`config.mk`:
```
export PLATFORM = sky130hd
export DESIGN_NAME = tbg_irq_top
export DESIGN_NICKNAME = d
export VERILOG_FILES = /design/src/tbg_pkg.sv /design/src/tbg_prescaler.sv /design/src/tbg_tick_div.sv /design/src/tbg_irq_top.sv
export SDC_FILE = /design/constraint.sdc
export NUM_CORES = 1
export LEC_CHECK = 0
export CORE_UTILIZATION = 69
export CTS_CLUSTER_SIZE = 10
export DETAILED_ROUTE_END_ITERATION = 7
export DONT_BUFFER_PORTS = 1
export GPL_TIMING_DRIVEN = 0
export PLACE_DENSITY = 0.85
export SYNTH_ARGS = -nofsm -noshare
export SYNTH_HDL_FRONTEND = slang
export SYNTH_SLANG_ARGS = --single-unit
```
`constraint.sdc`:
```
create_clock -name clock -period 5.15 [get_ports clock]
set_input_delay 0.515 -clock clock [delete_from_list [all_inputs] [get_ports clock]]
set_output_delay 0.515 -clock clock [all_outputs]
set_load 0.01 [all_outputs]
```
`src/tbg_pkg.sv`:
```
package tbg_pkg;

    // Register byte offsets on the bus
    localparam logic [7:0] OFS_PSC  = 8'h00;
    localparam logic [7:0] OFS_TB0  = 8'h04;
    localparam logic [7:0] OFS_TB1  = 8'h08;
    localparam logic [7:0] OFS_IEN  = 8'h0c;
    localparam logic [7:0] OFS_GEN  = 8'h10;
    localparam logic [7:0] OFS_FLG  = 8'h14;
    localparam logic [7:0] OFS_GFLG = 8'h18;
    localparam logic [7:0] OFS_HLIM = 8'h1c;
    localparam logic [7:0] OFS_LLIM = 8'h20;
    localparam logic [7:0] OFS_SVC  = 8'h24;

    // Widths and reset values
    localparam int         ADR_W     = 8;
    localparam int         DAT_W     = 32;
    localparam int         REG_W     = 8;
    localparam logic [7:0] RST_BYTE  = 8'h00;

    // Field positions
    localparam int PSC_SEL_W  = 2;
    localparam int TB_RUN_BIT = 7;
    localparam int TB_PER_W   = 3;
    localparam int FLG_TICK0  = 0;
    localparam int FLG_TICK1  = 1;
    localparam int FLG_FRAME  = 2;
    localparam int FLG_RAMP   = 3;
    localparam int FLG_W      = 4;
    localparam int SVC_REQ_BIT = 7;
    localparam int SVC_FULL_BIT = 6;

    // Time base figures
    localparam int         TB_CNT_W     = 15;
    localparam logic [2:0] TB_PER_MAX   = 3'h7;
    localparam logic [1:0] QUARTER_LAST = 2'h3;

    // Grouped interrupts
    localparam int GROUP_CNT = 6;
    localparam int LED_GROUP = 0;
    localparam int VEC_W     = 4;

    // Prescaler source codes; any code with bit 1 set picks sub clock
    typedef enum logic [1:0] {
        PSC_SYS     = 2'b00,
        PSC_QUARTER = 2'b01
    } tbg_psc_t;

    // Service vectors; group k uses VEC_GROUP0 + k
    localparam logic [3:0] VEC_TICK0  = 4'h0;
    localparam logic [3:0] VEC_TICK1  = 4'h1;
    localparam logic [3:0] VEC_GROUP0 = 4'h2;

    // Bus handshake states
    typedef enum logic {
        WB_IDLE = 1'b0,
        WB_ACK  = 1'b1
    } tbg_wb_state_t;

    // Interrupt enable register layout, global enable in bit 0
    typedef struct packed {
        logic rampEn;
        logic frameEn;
        logic tick1En;
        logic tick0En;
        logic globalEn;
    } tbg_ien_t;

    // Request presented to the core
    typedef struct packed {
        logic             req;
        logic [VEC_W-1:0] vector;
    } tbg_svc_t;

endpackage

```
`src/tbg_prescaler.sv`:
```
module tbg_prescaler (
    // Clock and reset
    input  wire logic       clock,
    input  wire logic       arst_n,
    // Source choice
    input  wire logic [1:0] pscSel,
    input  wire logic       subClockTick,
    // Prescaler clock as one-cycle enable
    output logic            pscTick
);

    logic [1:0] quarter_reg;
    logic [1:0] quarter_next;
    logic       tick_reg;
    logic       tick_next;

    // Choose system clock, a quarter of it or the sub clock
    always_comb begin
        quarter_next = quarter_reg + 2'h1;
        case (pscSel)
            tbg_pkg::PSC_SYS:     tick_next = 1'b1;
            tbg_pkg::PSC_QUARTER: tick_next =
                (quarter_reg == tbg_pkg::QUARTER_LAST);
            default:              tick_next = subClockTick;
        endcase
    end

    // Register stage
    always_ff @(posedge clock or negedge arst_n) begin
        if (!arst_n) begin
            quarter_reg <= 2'h0;
            tick_reg    <= 1'b0;
        end else begin
            quarter_reg <= quarter_next;
            tick_reg    <= tick_next;
        end
    end

    assign pscTick = tick_reg;

endmodule // tbg_prescaler

```
`src/tbg_tick_div.sv`:
```
module tbg_tick_div #(
    parameter int CNT_W = tbg_pkg::TB_CNT_W
) (
    // Clock and reset
    input  wire logic       clock,
    input  wire logic       arst_n,
    // Control
    input  wire logic       run,
    input  wire logic [2:0] period,
    input  wire logic       pscTick,
    // One-cycle overflow pulse
    output logic            overflow
);

    logic [CNT_W-1:0] cnt_reg;
    logic [CNT_W-1:0] cnt_next;
    logic [CNT_W-1:0] mask;
    logic             ovf_reg;
    logic             ovf_next;

    // Period 2^(8+code): low bits all ones at a tick means overflow
    always_comb begin
        mask     = {CNT_W{1'b1}} >> (tbg_pkg::TB_PER_MAX - period);
        cnt_next = cnt_reg;
        ovf_next = 1'b0;
        if (!run) begin
            cnt_next = '0;
        end else if (pscTick) begin
            cnt_next = cnt_reg + 1'b1;
            ovf_next = ((cnt_reg & mask) == mask);
        end
    end

    // Register stage
    always_ff @(posedge clock or negedge arst_n) begin
        if (!arst_n) begin
            cnt_reg <= '0;
            ovf_reg <= 1'b0;
        end else begin
            cnt_reg <= cnt_next;
            ovf_reg <= ovf_next;
        end
    end

    assign overflow = ovf_reg;

endmodule // tbg_tick_div

```
`src/tbg_irq_top.sv`:
```
// Summary of operation
// - Divider overflow sets its time base flag
// - Tick vector needs global, own enable, stack
// - Servicing tick clears its flag and global
// - Source code 00 sys, 01 quarter, 1x sub
// - Zero period is 2^(8+code) prescaler cycles
// - One period uses the same power encoding
// - Unimplemented register bits read as zero
// - Six groups fed by member sources, group 0 also by frame and ramp
// - Member flag set also sets group flag
// - Servicing group clears group flag, global
// - Frame flag set when frame completes
// - Frame vectors needs global, frame, group
// - Ramp flag set at high limit ramping up, low limit ramping down
// - Ramp vectors needs global, ramp, group
// - Flags stay set while interrupts blocked
// - Any flag rising raises wake pulse
//
// Local design decisions: register access over Wishbone and the placing of the registers.
module tbg_irq_top #(
    parameter int GROUPS = tbg_pkg::GROUP_CNT
) (
    // Clock and reset
    input  wire logic                      clock,
    input  wire logic                      arst_n,
    // Wishbone slave
    input  wire logic                      wb_cyc_i,
    input  wire logic                      wb_stb_i,
    input  wire logic                      wb_we_i,
    input  wire logic [tbg_pkg::ADR_W-1:0] wb_adr_i,
    input  wire logic [3:0]                wb_sel_i,
    input  wire logic [tbg_pkg::DAT_W-1:0] wb_dat_i,
    output logic      [tbg_pkg::DAT_W-1:0] wb_dat_o,
    output logic                           wb_ack_o,
    // Event sources
    input  wire logic                      subClockTick,
    input  wire logic                      frameDone,
    input  wire logic                      dutyStep,
    input  wire logic                      rampUp,
    input  wire logic [7:0]                duty,
    input  wire logic [GROUPS-1:0]         memberSet,
    // Core side
    input  wire logic                      stackFull,
    input  wire logic                      svcAck,
    output logic                           svcReq,
    output logic      [tbg_pkg::VEC_W-1:0] svcVector,
    output logic                           wakeUp
);

    tbg_pkg::tbg_wb_state_t      wbState_reg;
    tbg_pkg::tbg_wb_state_t      wbState_next;
    logic [tbg_pkg::DAT_W-1:0]   rdat_reg;
    logic [tbg_pkg::DAT_W-1:0]   rdat_next;
    logic [tbg_pkg::REG_W-1:0]   psc_reg;
    logic [tbg_pkg::REG_W-1:0]   psc_next;
    logic [tbg_pkg::REG_W-1:0]   tb0_reg;
    logic [tbg_pkg::REG_W-1:0]   tb0_next;
    logic [tbg_pkg::REG_W-1:0]   tb1_reg;
    logic [tbg_pkg::REG_W-1:0]   tb1_next;
    logic [tbg_pkg::REG_W-1:0]   hlim_reg;
    logic [tbg_pkg::REG_W-1:0]   hlim_next;
    logic [tbg_pkg::REG_W-1:0]   llim_reg;
    logic [tbg_pkg::REG_W-1:0]   llim_next;
    tbg_pkg::tbg_ien_t           ien_reg;
    tbg_pkg::tbg_ien_t           ien_next;
    logic [GROUPS-1:0]           gen_reg;
    logic [GROUPS-1:0]           gen_next;
    logic [tbg_pkg::FLG_W-1:0]   flg_reg;
    logic [tbg_pkg::FLG_W-1:0]   flg_next;
    logic [GROUPS-1:0]           gflg_reg;
    logic [GROUPS-1:0]           gflg_next;
    tbg_pkg::tbg_svc_t           svc_reg;
    tbg_pkg::tbg_svc_t           svc_next;
    logic                        wake_reg;
    logic                        wake_next;

    logic                        pscTick;
    logic                        ovf0;
    logic                        ovf1;
    logic                        wrHit;
    logic [tbg_pkg::REG_W-1:0]   wbyte;
    logic                        svcTake;
    logic                        frameSet;
    logic                        rampSet;
    logic [GROUPS-1:0]           grpSet;
    logic                        anyPend;
    logic [tbg_pkg::VEC_W-1:0]   pendVec;

    // Register value as seen by a read, spare bits zero
    function automatic logic [tbg_pkg::DAT_W-1:0] readMux(
        input logic [tbg_pkg::ADR_W-1:0] adr
    );
        logic [tbg_pkg::REG_W-1:0] v;
        v = tbg_pkg::RST_BYTE;
        case (adr)
            tbg_pkg::OFS_PSC:  v = psc_reg;
            tbg_pkg::OFS_TB0:  v = tb0_reg;
            tbg_pkg::OFS_TB1:  v = tb1_reg;
            tbg_pkg::OFS_IEN:  v = 8'(ien_reg);
            tbg_pkg::OFS_GEN:  v = 8'(gen_reg);
            tbg_pkg::OFS_FLG:  v = 8'(flg_reg);
            tbg_pkg::OFS_GFLG: v = 8'(gflg_reg);
            tbg_pkg::OFS_HLIM: v = hlim_reg;
            tbg_pkg::OFS_LLIM: v = llim_reg;
            tbg_pkg::OFS_SVC: begin
                v = 8'(svc_reg.vector);
                v[tbg_pkg::SVC_REQ_BIT]  = svc_reg.req;
                v[tbg_pkg::SVC_FULL_BIT] = stackFull;
            end
            default:           v = tbg_pkg::RST_BYTE;
        endcase
        return 32'(v);
    endfunction

    // Prescaler source
    tbg_prescaler u_psc (
        .clock        (clock),
        .arst_n       (arst_n),
        .pscSel       (psc_reg[tbg_pkg::PSC_SEL_W-1:0]),
        .subClockTick (subClockTick),
        .pscTick      (pscTick)
    );

    // Time base zero
    tbg_tick_div u_tb0 (
        .clock    (clock),
        .arst_n   (arst_n),
        .run      (tb0_reg[tbg_pkg::TB_RUN_BIT]),
        .period   (tb0_reg[tbg_pkg::TB_PER_W-1:0]),
        .pscTick  (pscTick),
        .overflow (ovf0)
    );

    // Time base one
    tbg_tick_div u_tb1 (
        .clock    (clock),
        .arst_n   (arst_n),
        .run      (tb1_reg[tbg_pkg::TB_RUN_BIT]),
        .period   (tb1_reg[tbg_pkg::TB_PER_W-1:0]),
        .pscTick  (pscTick),
        .overflow (ovf1)
    );

    // Bus handshake: ack one cycle after request, write at the ack edge
    always_comb begin
        wbState_next = tbg_pkg::WB_IDLE;
        rdat_next    = rdat_reg;
        if (wbState_reg == tbg_pkg::WB_IDLE && wb_cyc_i && wb_stb_i) begin
            wbState_next = tbg_pkg::WB_ACK;
            rdat_next    = wb_we_i ? '0 : readMux(wb_adr_i);
        end
        wrHit = (wbState_reg == tbg_pkg::WB_ACK) && wb_cyc_i
                && wb_stb_i && wb_we_i && wb_sel_i[0];
        wbyte = wb_dat_i[tbg_pkg::REG_W-1:0];
    end

    // Event detection and pending request choice
    always_comb begin
        svcTake  = svcAck && svc_reg.req;
        frameSet = frameDone;
        rampSet  = dutyStep &&
                   (rampUp ? (duty == hlim_reg)
                           : (duty == llim_reg));
        grpSet   = memberSet;
        grpSet[tbg_pkg::LED_GROUP] = memberSet[tbg_pkg::LED_GROUP]
            | (frameSet && ien_reg.frameEn)
            | (rampSet && ien_reg.rampEn);
        anyPend  = 1'b1;
        pendVec  = tbg_pkg::VEC_TICK0;
        if (flg_reg[tbg_pkg::FLG_TICK0] && ien_reg.tick0En) begin
            pendVec = tbg_pkg::VEC_TICK0;
        end else if (flg_reg[tbg_pkg::FLG_TICK1] && ien_reg.tick1En) begin
            pendVec = tbg_pkg::VEC_TICK1;
        end else begin
            anyPend = 1'b0;
            for (int k = GROUPS - 1; k >= 0; k--) begin
                if (gflg_reg[k] && gen_reg[k]) begin
                    anyPend = 1'b1;
                    pendVec = tbg_pkg::VEC_GROUP0 + 4'(k);
                end
            end
        end
    end

    // Configuration registers written by software
    always_comb begin
        psc_next  = psc_reg;
        tb0_next  = tb0_reg;
        tb1_next  = tb1_reg;
        hlim_next = hlim_reg;
        llim_next = llim_reg;
        gen_next  = gen_reg;
        ien_next  = ien_reg;
        if (wrHit) begin
            case (wb_adr_i)
                tbg_pkg::OFS_PSC:  psc_next =
                    {6'h00, wbyte[tbg_pkg::PSC_SEL_W-1:0]};
                tbg_pkg::OFS_TB0:  tb0_next = {wbyte[tbg_pkg::TB_RUN_BIT],
                    4'h0, wbyte[tbg_pkg::TB_PER_W-1:0]};
                tbg_pkg::OFS_TB1:  tb1_next = {wbyte[tbg_pkg::TB_RUN_BIT],
                    4'h0, wbyte[tbg_pkg::TB_PER_W-1:0]};
                tbg_pkg::OFS_HLIM: hlim_next = wbyte;
                tbg_pkg::OFS_LLIM: llim_next = wbyte;
                tbg_pkg::OFS_GEN:  gen_next = wbyte[GROUPS-1:0];
                tbg_pkg::OFS_IEN:  ien_next = wbyte[$bits(ien_reg)-1:0];
                default: ;
            endcase
        end
        if (svcTake) begin
            ien_next.globalEn = 1'b0;
        end
    end

    // Request flags: clear by write-one, by service, set wins last
    always_comb begin
        flg_next  = flg_reg;
        gflg_next = gflg_reg;
        if (wrHit && wb_adr_i == tbg_pkg::OFS_FLG) begin
            flg_next = flg_reg & ~wbyte[tbg_pkg::FLG_W-1:0];
        end
        if (wrHit && wb_adr_i == tbg_pkg::OFS_GFLG) begin
            gflg_next = gflg_reg & ~wbyte[GROUPS-1:0];
        end
        if (svcTake) begin
            if (svc_reg.vector == tbg_pkg::VEC_TICK0) begin
                flg_next[tbg_pkg::FLG_TICK0] = 1'b0;
            end else if (svc_reg.vector == tbg_pkg::VEC_TICK1) begin
                flg_next[tbg_pkg::FLG_TICK1] = 1'b0;
            end else begin
                for (int k = 0; k < GROUPS; k++) begin
                    if (svc_reg.vector == tbg_pkg::VEC_GROUP0 + 4'(k)) begin
                        gflg_next[k] = 1'b0;
                    end
                end
            end
        end
        if (ovf0) flg_next[tbg_pkg::FLG_TICK0] = 1'b1;
        if (ovf1) flg_next[tbg_pkg::FLG_TICK1] = 1'b1;
        if (frameSet) flg_next[tbg_pkg::FLG_FRAME] = 1'b1;
        if (rampSet) flg_next[tbg_pkg::FLG_RAMP] = 1'b1;
        gflg_next = gflg_next | grpSet;
        wake_next = |(flg_next & ~flg_reg)
                  | |(gflg_next & ~gflg_reg);
    end

    // Service request towards the core
    always_comb begin
        svc_next.req = ien_reg.globalEn && !stackFull
                       && anyPend && !svcTake;
        svc_next.vector = svc_reg.vector;
        if (!svc_reg.req || svcTake) begin
            svc_next.vector = pendVec;
        end
    end

    // Register stage
    always_ff @(posedge clock or negedge arst_n) begin
        if (!arst_n) begin
            wbState_reg <= tbg_pkg::WB_IDLE;
            rdat_reg    <= '0;
            psc_reg     <= tbg_pkg::RST_BYTE;
            tb0_reg     <= tbg_pkg::RST_BYTE;
            tb1_reg     <= tbg_pkg::RST_BYTE;
            hlim_reg    <= tbg_pkg::RST_BYTE;
            llim_reg    <= tbg_pkg::RST_BYTE;
            ien_reg     <= '0;
            gen_reg     <= '0;
            flg_reg     <= '0;
            gflg_reg    <= '0;
            svc_reg     <= '0;
            wake_reg    <= 1'b0;
        end else begin
            wbState_reg <= wbState_next;
            rdat_reg    <= rdat_next;
            psc_reg     <= psc_next;
            tb0_reg     <= tb0_next;
            tb1_reg     <= tb1_next;
            hlim_reg    <= hlim_next;
            llim_reg    <= llim_next;
            ien_reg     <= ien_next;
            gen_reg     <= gen_next;
            flg_reg     <= flg_next;
            gflg_reg    <= gflg_next;
            svc_reg     <= svc_next;
            wake_reg    <= wake_next;
        end
    end

    // Outputs straight from flip-flops
    assign wb_ack_o  = (wbState_reg == tbg_pkg::WB_ACK);
    assign wb_dat_o  = rdat_reg;
    assign svcReq    = svc_reg.req;
    assign svcVector = svc_reg.vector;
    assign wakeUp    = wake_reg;

endmodule // tbg_irq_top

```
==> run_results.csv <==
group,metric,value,unit
outcome,outcome,"finished clean",
synth,yosysWarningCount,0,
timing,fmax,0.406,GHz
drt,drt_pre_antenna_iters,5,
timing,slew_headroom,17.4,%
drt,via_per_inst,6.23,
cells_and_area,fin_util,78.6,%
synth,synth-seq-area-share,45.0,%
global_routing,grt_pass1_vias,3978,
critical_path,slowest_stage,"nor4_1",
clock_tree,path_clk_slew,0.10,ns
synth,postSynthAreaPerCell,10.4,um2
synth,synth_area,0.00534,mm2
timing,finalSetupTns,0,ns
placed_design,place_ws,2.69,ns
critical_path,cp_cell_sequence,"or2_0, clkbuf_1, nor4_1, a32oi_1, o21ai_0",
die,die_h,90.0,um
die,rows,31,
clock_tree,cts_tree,"built",
critical_path,endpoint_kind,"flop",
drt,vias,4077,
cells_and_area,mostFrequentLayoutCells,"96 x dfrtp_1, 51 x nand2_1, 33 x mux2_2",
synth,synthCells,514,
cells_and_area,area_delta_synth_final,8.46,%
drt,ant_nets,0,
drt,first_iter_violations,402,
drt,drt-total-wl,12600,um
hold_path,hold_class,"in2async",
synth,async_reset_ff_share,100,%
cells_and_area,diodes,0,
placed_design,placed_cells,637,
global_routing,grtUsageTotal,32.4,%
timing,min_period,2.47,ns
die,fp.dieW,90.0,um
timing,maxSlewViolCount,0,
critical_path,cp_max_fo,10,
power,leakagePower,2.66,nW
placed_design,io_buffers,0,
die,dieArea,0.00810,mm2
clock_tree,cts_setup_buffers,0,
critical_path,critPathKind,"reg2reg",
global_routing,grt_max_degree,97,
timing,finalHoldViolCount,0,
die,io_pins,108,
clock_tree,insertion_delay,0.37,ns
critical_path,arrival,2.76,ns
global_routing,antenna_found_initial,0,
cells_and_area,layout_commonest_cell,"dfrtp_1",
clock_tree,cts.path.max_buffers,2,
drt,post_drt_wl_per_cell,19.2,um
global_routing,grt_pass1_wl,20500,um
synth,synth_ff_type,"dfrtp_1",
drt,drc,0,
synth,synth_edf_count,0,
timing,min_period_over_period,47.9,%
synth,synth.distinct_cells,68,
critical_path,max_stage_delay,1.07,ns
timing,setup_ws,2.68,ns
clock_tree,clock-sinks,96,
cells_and_area,drive_gt1_share,18.2,%
clock_tree,htree_levels,3,
critical_path,critPathLaunchType,"flop",
power,ir_drop,0.000238,V
placed_design,globalplace.congestion,0.951,
clock_tree,cts-root-buf,"clkbuf_8",
cells_and_area,final_cells,654,
cells_and_area,final_nets,622,
placed_design,hpwlAfterDp,9070,um
job,max-cap-violations,0,
timing,worstMarginPinSlew,1.23,ns
die,coreArea,0.00737,mm2
power,power_density,236,mW/mm2
timing,setup_viol,0,
global_routing,globalRouteOverflowTotal,0,
die,start_util,72.5,%
clock_tree,numCtsBuffers,9,
timing,rsz0062_at_grt,"false",
synth,ys_seq_elements,96,
critical_path,worst_ep_required_time,5.44,ns
timing,finClkSkew,0.00926,ns
==> final cells by class <==
cell class / count / area [um2]
plain buffers: 42 / 265
well taps: 99 / 124
multi-input cells: 386 / 2710
flip-flops and latches: 96 / 2400
fillers: 497 / 1580
inverters: 14 / 52.6
repair buffers: 1 / 27.5
clock buffers: 9 / 124
clock inverters: 7 / 86.3
==> synthesized netlist by cell type (all sizes together) (12+ instances only) <==
| master | instances | area (um2) |
|---|---|---|
| and2 | 27 | 169 |
| nand2 | 53 | 204 |
| mux2 | 35 | 394 |
| buf | 31 | 223 |
| inv | 14 | 52.6 |
| mux2i | 14 | 140 |
| nand3 | 15 | 75.1 |
| dfrtp | 96 | 2400 |
| o21ai | 21 | 105 |
| nor2 | 20 | 82.6 |
| xnor2 | 25 | 219 |
| nor3 | 12 | 92.6 |
==> path summary, 6_finish.rpt <==
path | start | end | slack, ns | cells past startpoint
setup / recovery | wb_ack_o$_DFF_PN0_ | wb_dat_o[3]$_DFFE_PN0P_ | 2.68 | 5
hold / removal | arst_n | u_tb0.cnt_reg[10]$_DFFE_PN0P_ | 0.05 | 1
setup reg to reg | wb_ack_o$_DFF_PN0_ | wb_dat_o[3]$_DFFE_PN0P_ | 2.68 | 5
hold reg to reg | u_psc.quarter_reg[0]$_DFF_PN0_ | u_psc.quarter_reg[0]$_DFF_PN0_ | 0.43 | 1
max in group asynchronous | arst_n | gen_reg[0]$_DFFE_PN0P_ | 4.73 | 1
min in group clock | svcAck | ien_reg[0]$_DFFE_PN0P_ | 0.22 | 1
==> critical path, delay by kind of cell (launching register included) <==
kind | cells | cell delay (ns)
AND/OR/NAND/NOR | 2 | 1.32
buffers and inverters | 1 | 0.26
flip-flops | 1 | 0.44
AO/OA/AOI/OAI | 2 | 0.37
==> layer usage <==
metal | global-route usage (%) | vias to the layer above | share of wire (%)
met4 | 9.81 | 2 | 2.1
met1 | 47.2 | 1945 | 44
met3 | 6.51 | 33 | 9.8
met5 | 3.21 | - | 0.22
li1 | - | 1857 | -
met2 | 49.1 | 240 | 44
==> metrics by stage <==
step	power (W)	hold WS, ns	instance area [um2]
2_1_floorplan	0.000830	0.219	5430
3_3_place_gp	0.000840	0.221	5560
5_1_grt	0.00140	0.0957	5790
4_1_cts	0.00137	0.0806	5790
3_5_place_dp	0.000840	0.221	5560
6_report	0.00137	0.0527	5790
==> power by group <==
| part | leakage (nW) | internal (W) | switching (W) | total, W |
|---|---|---|---|---|
| clock | 0.108 | 0.000235 | 0.000289 | 0.000523 |
| combinational | 1.28 | 0.0000340 | 0.0000526 | 0.0000865 |
| sequential | 1.27 | 0.000755 | 0.00000231 | 0.000757 |
==> kinds of logic (layout without fill, tap and decap cells) <==
| group | after synthesis | count (layout) | share of synthesized area (%) |
|---|---|---|---|
| AO/OA/AOI/OAI | 89 | 89 | 11.9 |
| XOR/XNOR | 34 | 34 | 5.58 |
| adder cells (fa/ha/maj) | 3 | 3 | 0.703 |
| buffers and inverters | 56 | 73 | 5.95 |
| flip-flops | 96 | 96 | 45.0 |
| multiplexers | 51 | 51 | 10.8 |
| other | 1 | 25 | 0.0702 |
| AND/OR/NAND/NOR | 184 | 184 | 20.0 |
==> what timing repair did <==
action,in CTS,in global routing
setup endpoints to repair,0,0
resized for setup,0,0
hold buffers,1,0
endpoints found under the hold margin,96,0
Note: power is estimated with default switching activity, not from simulation.
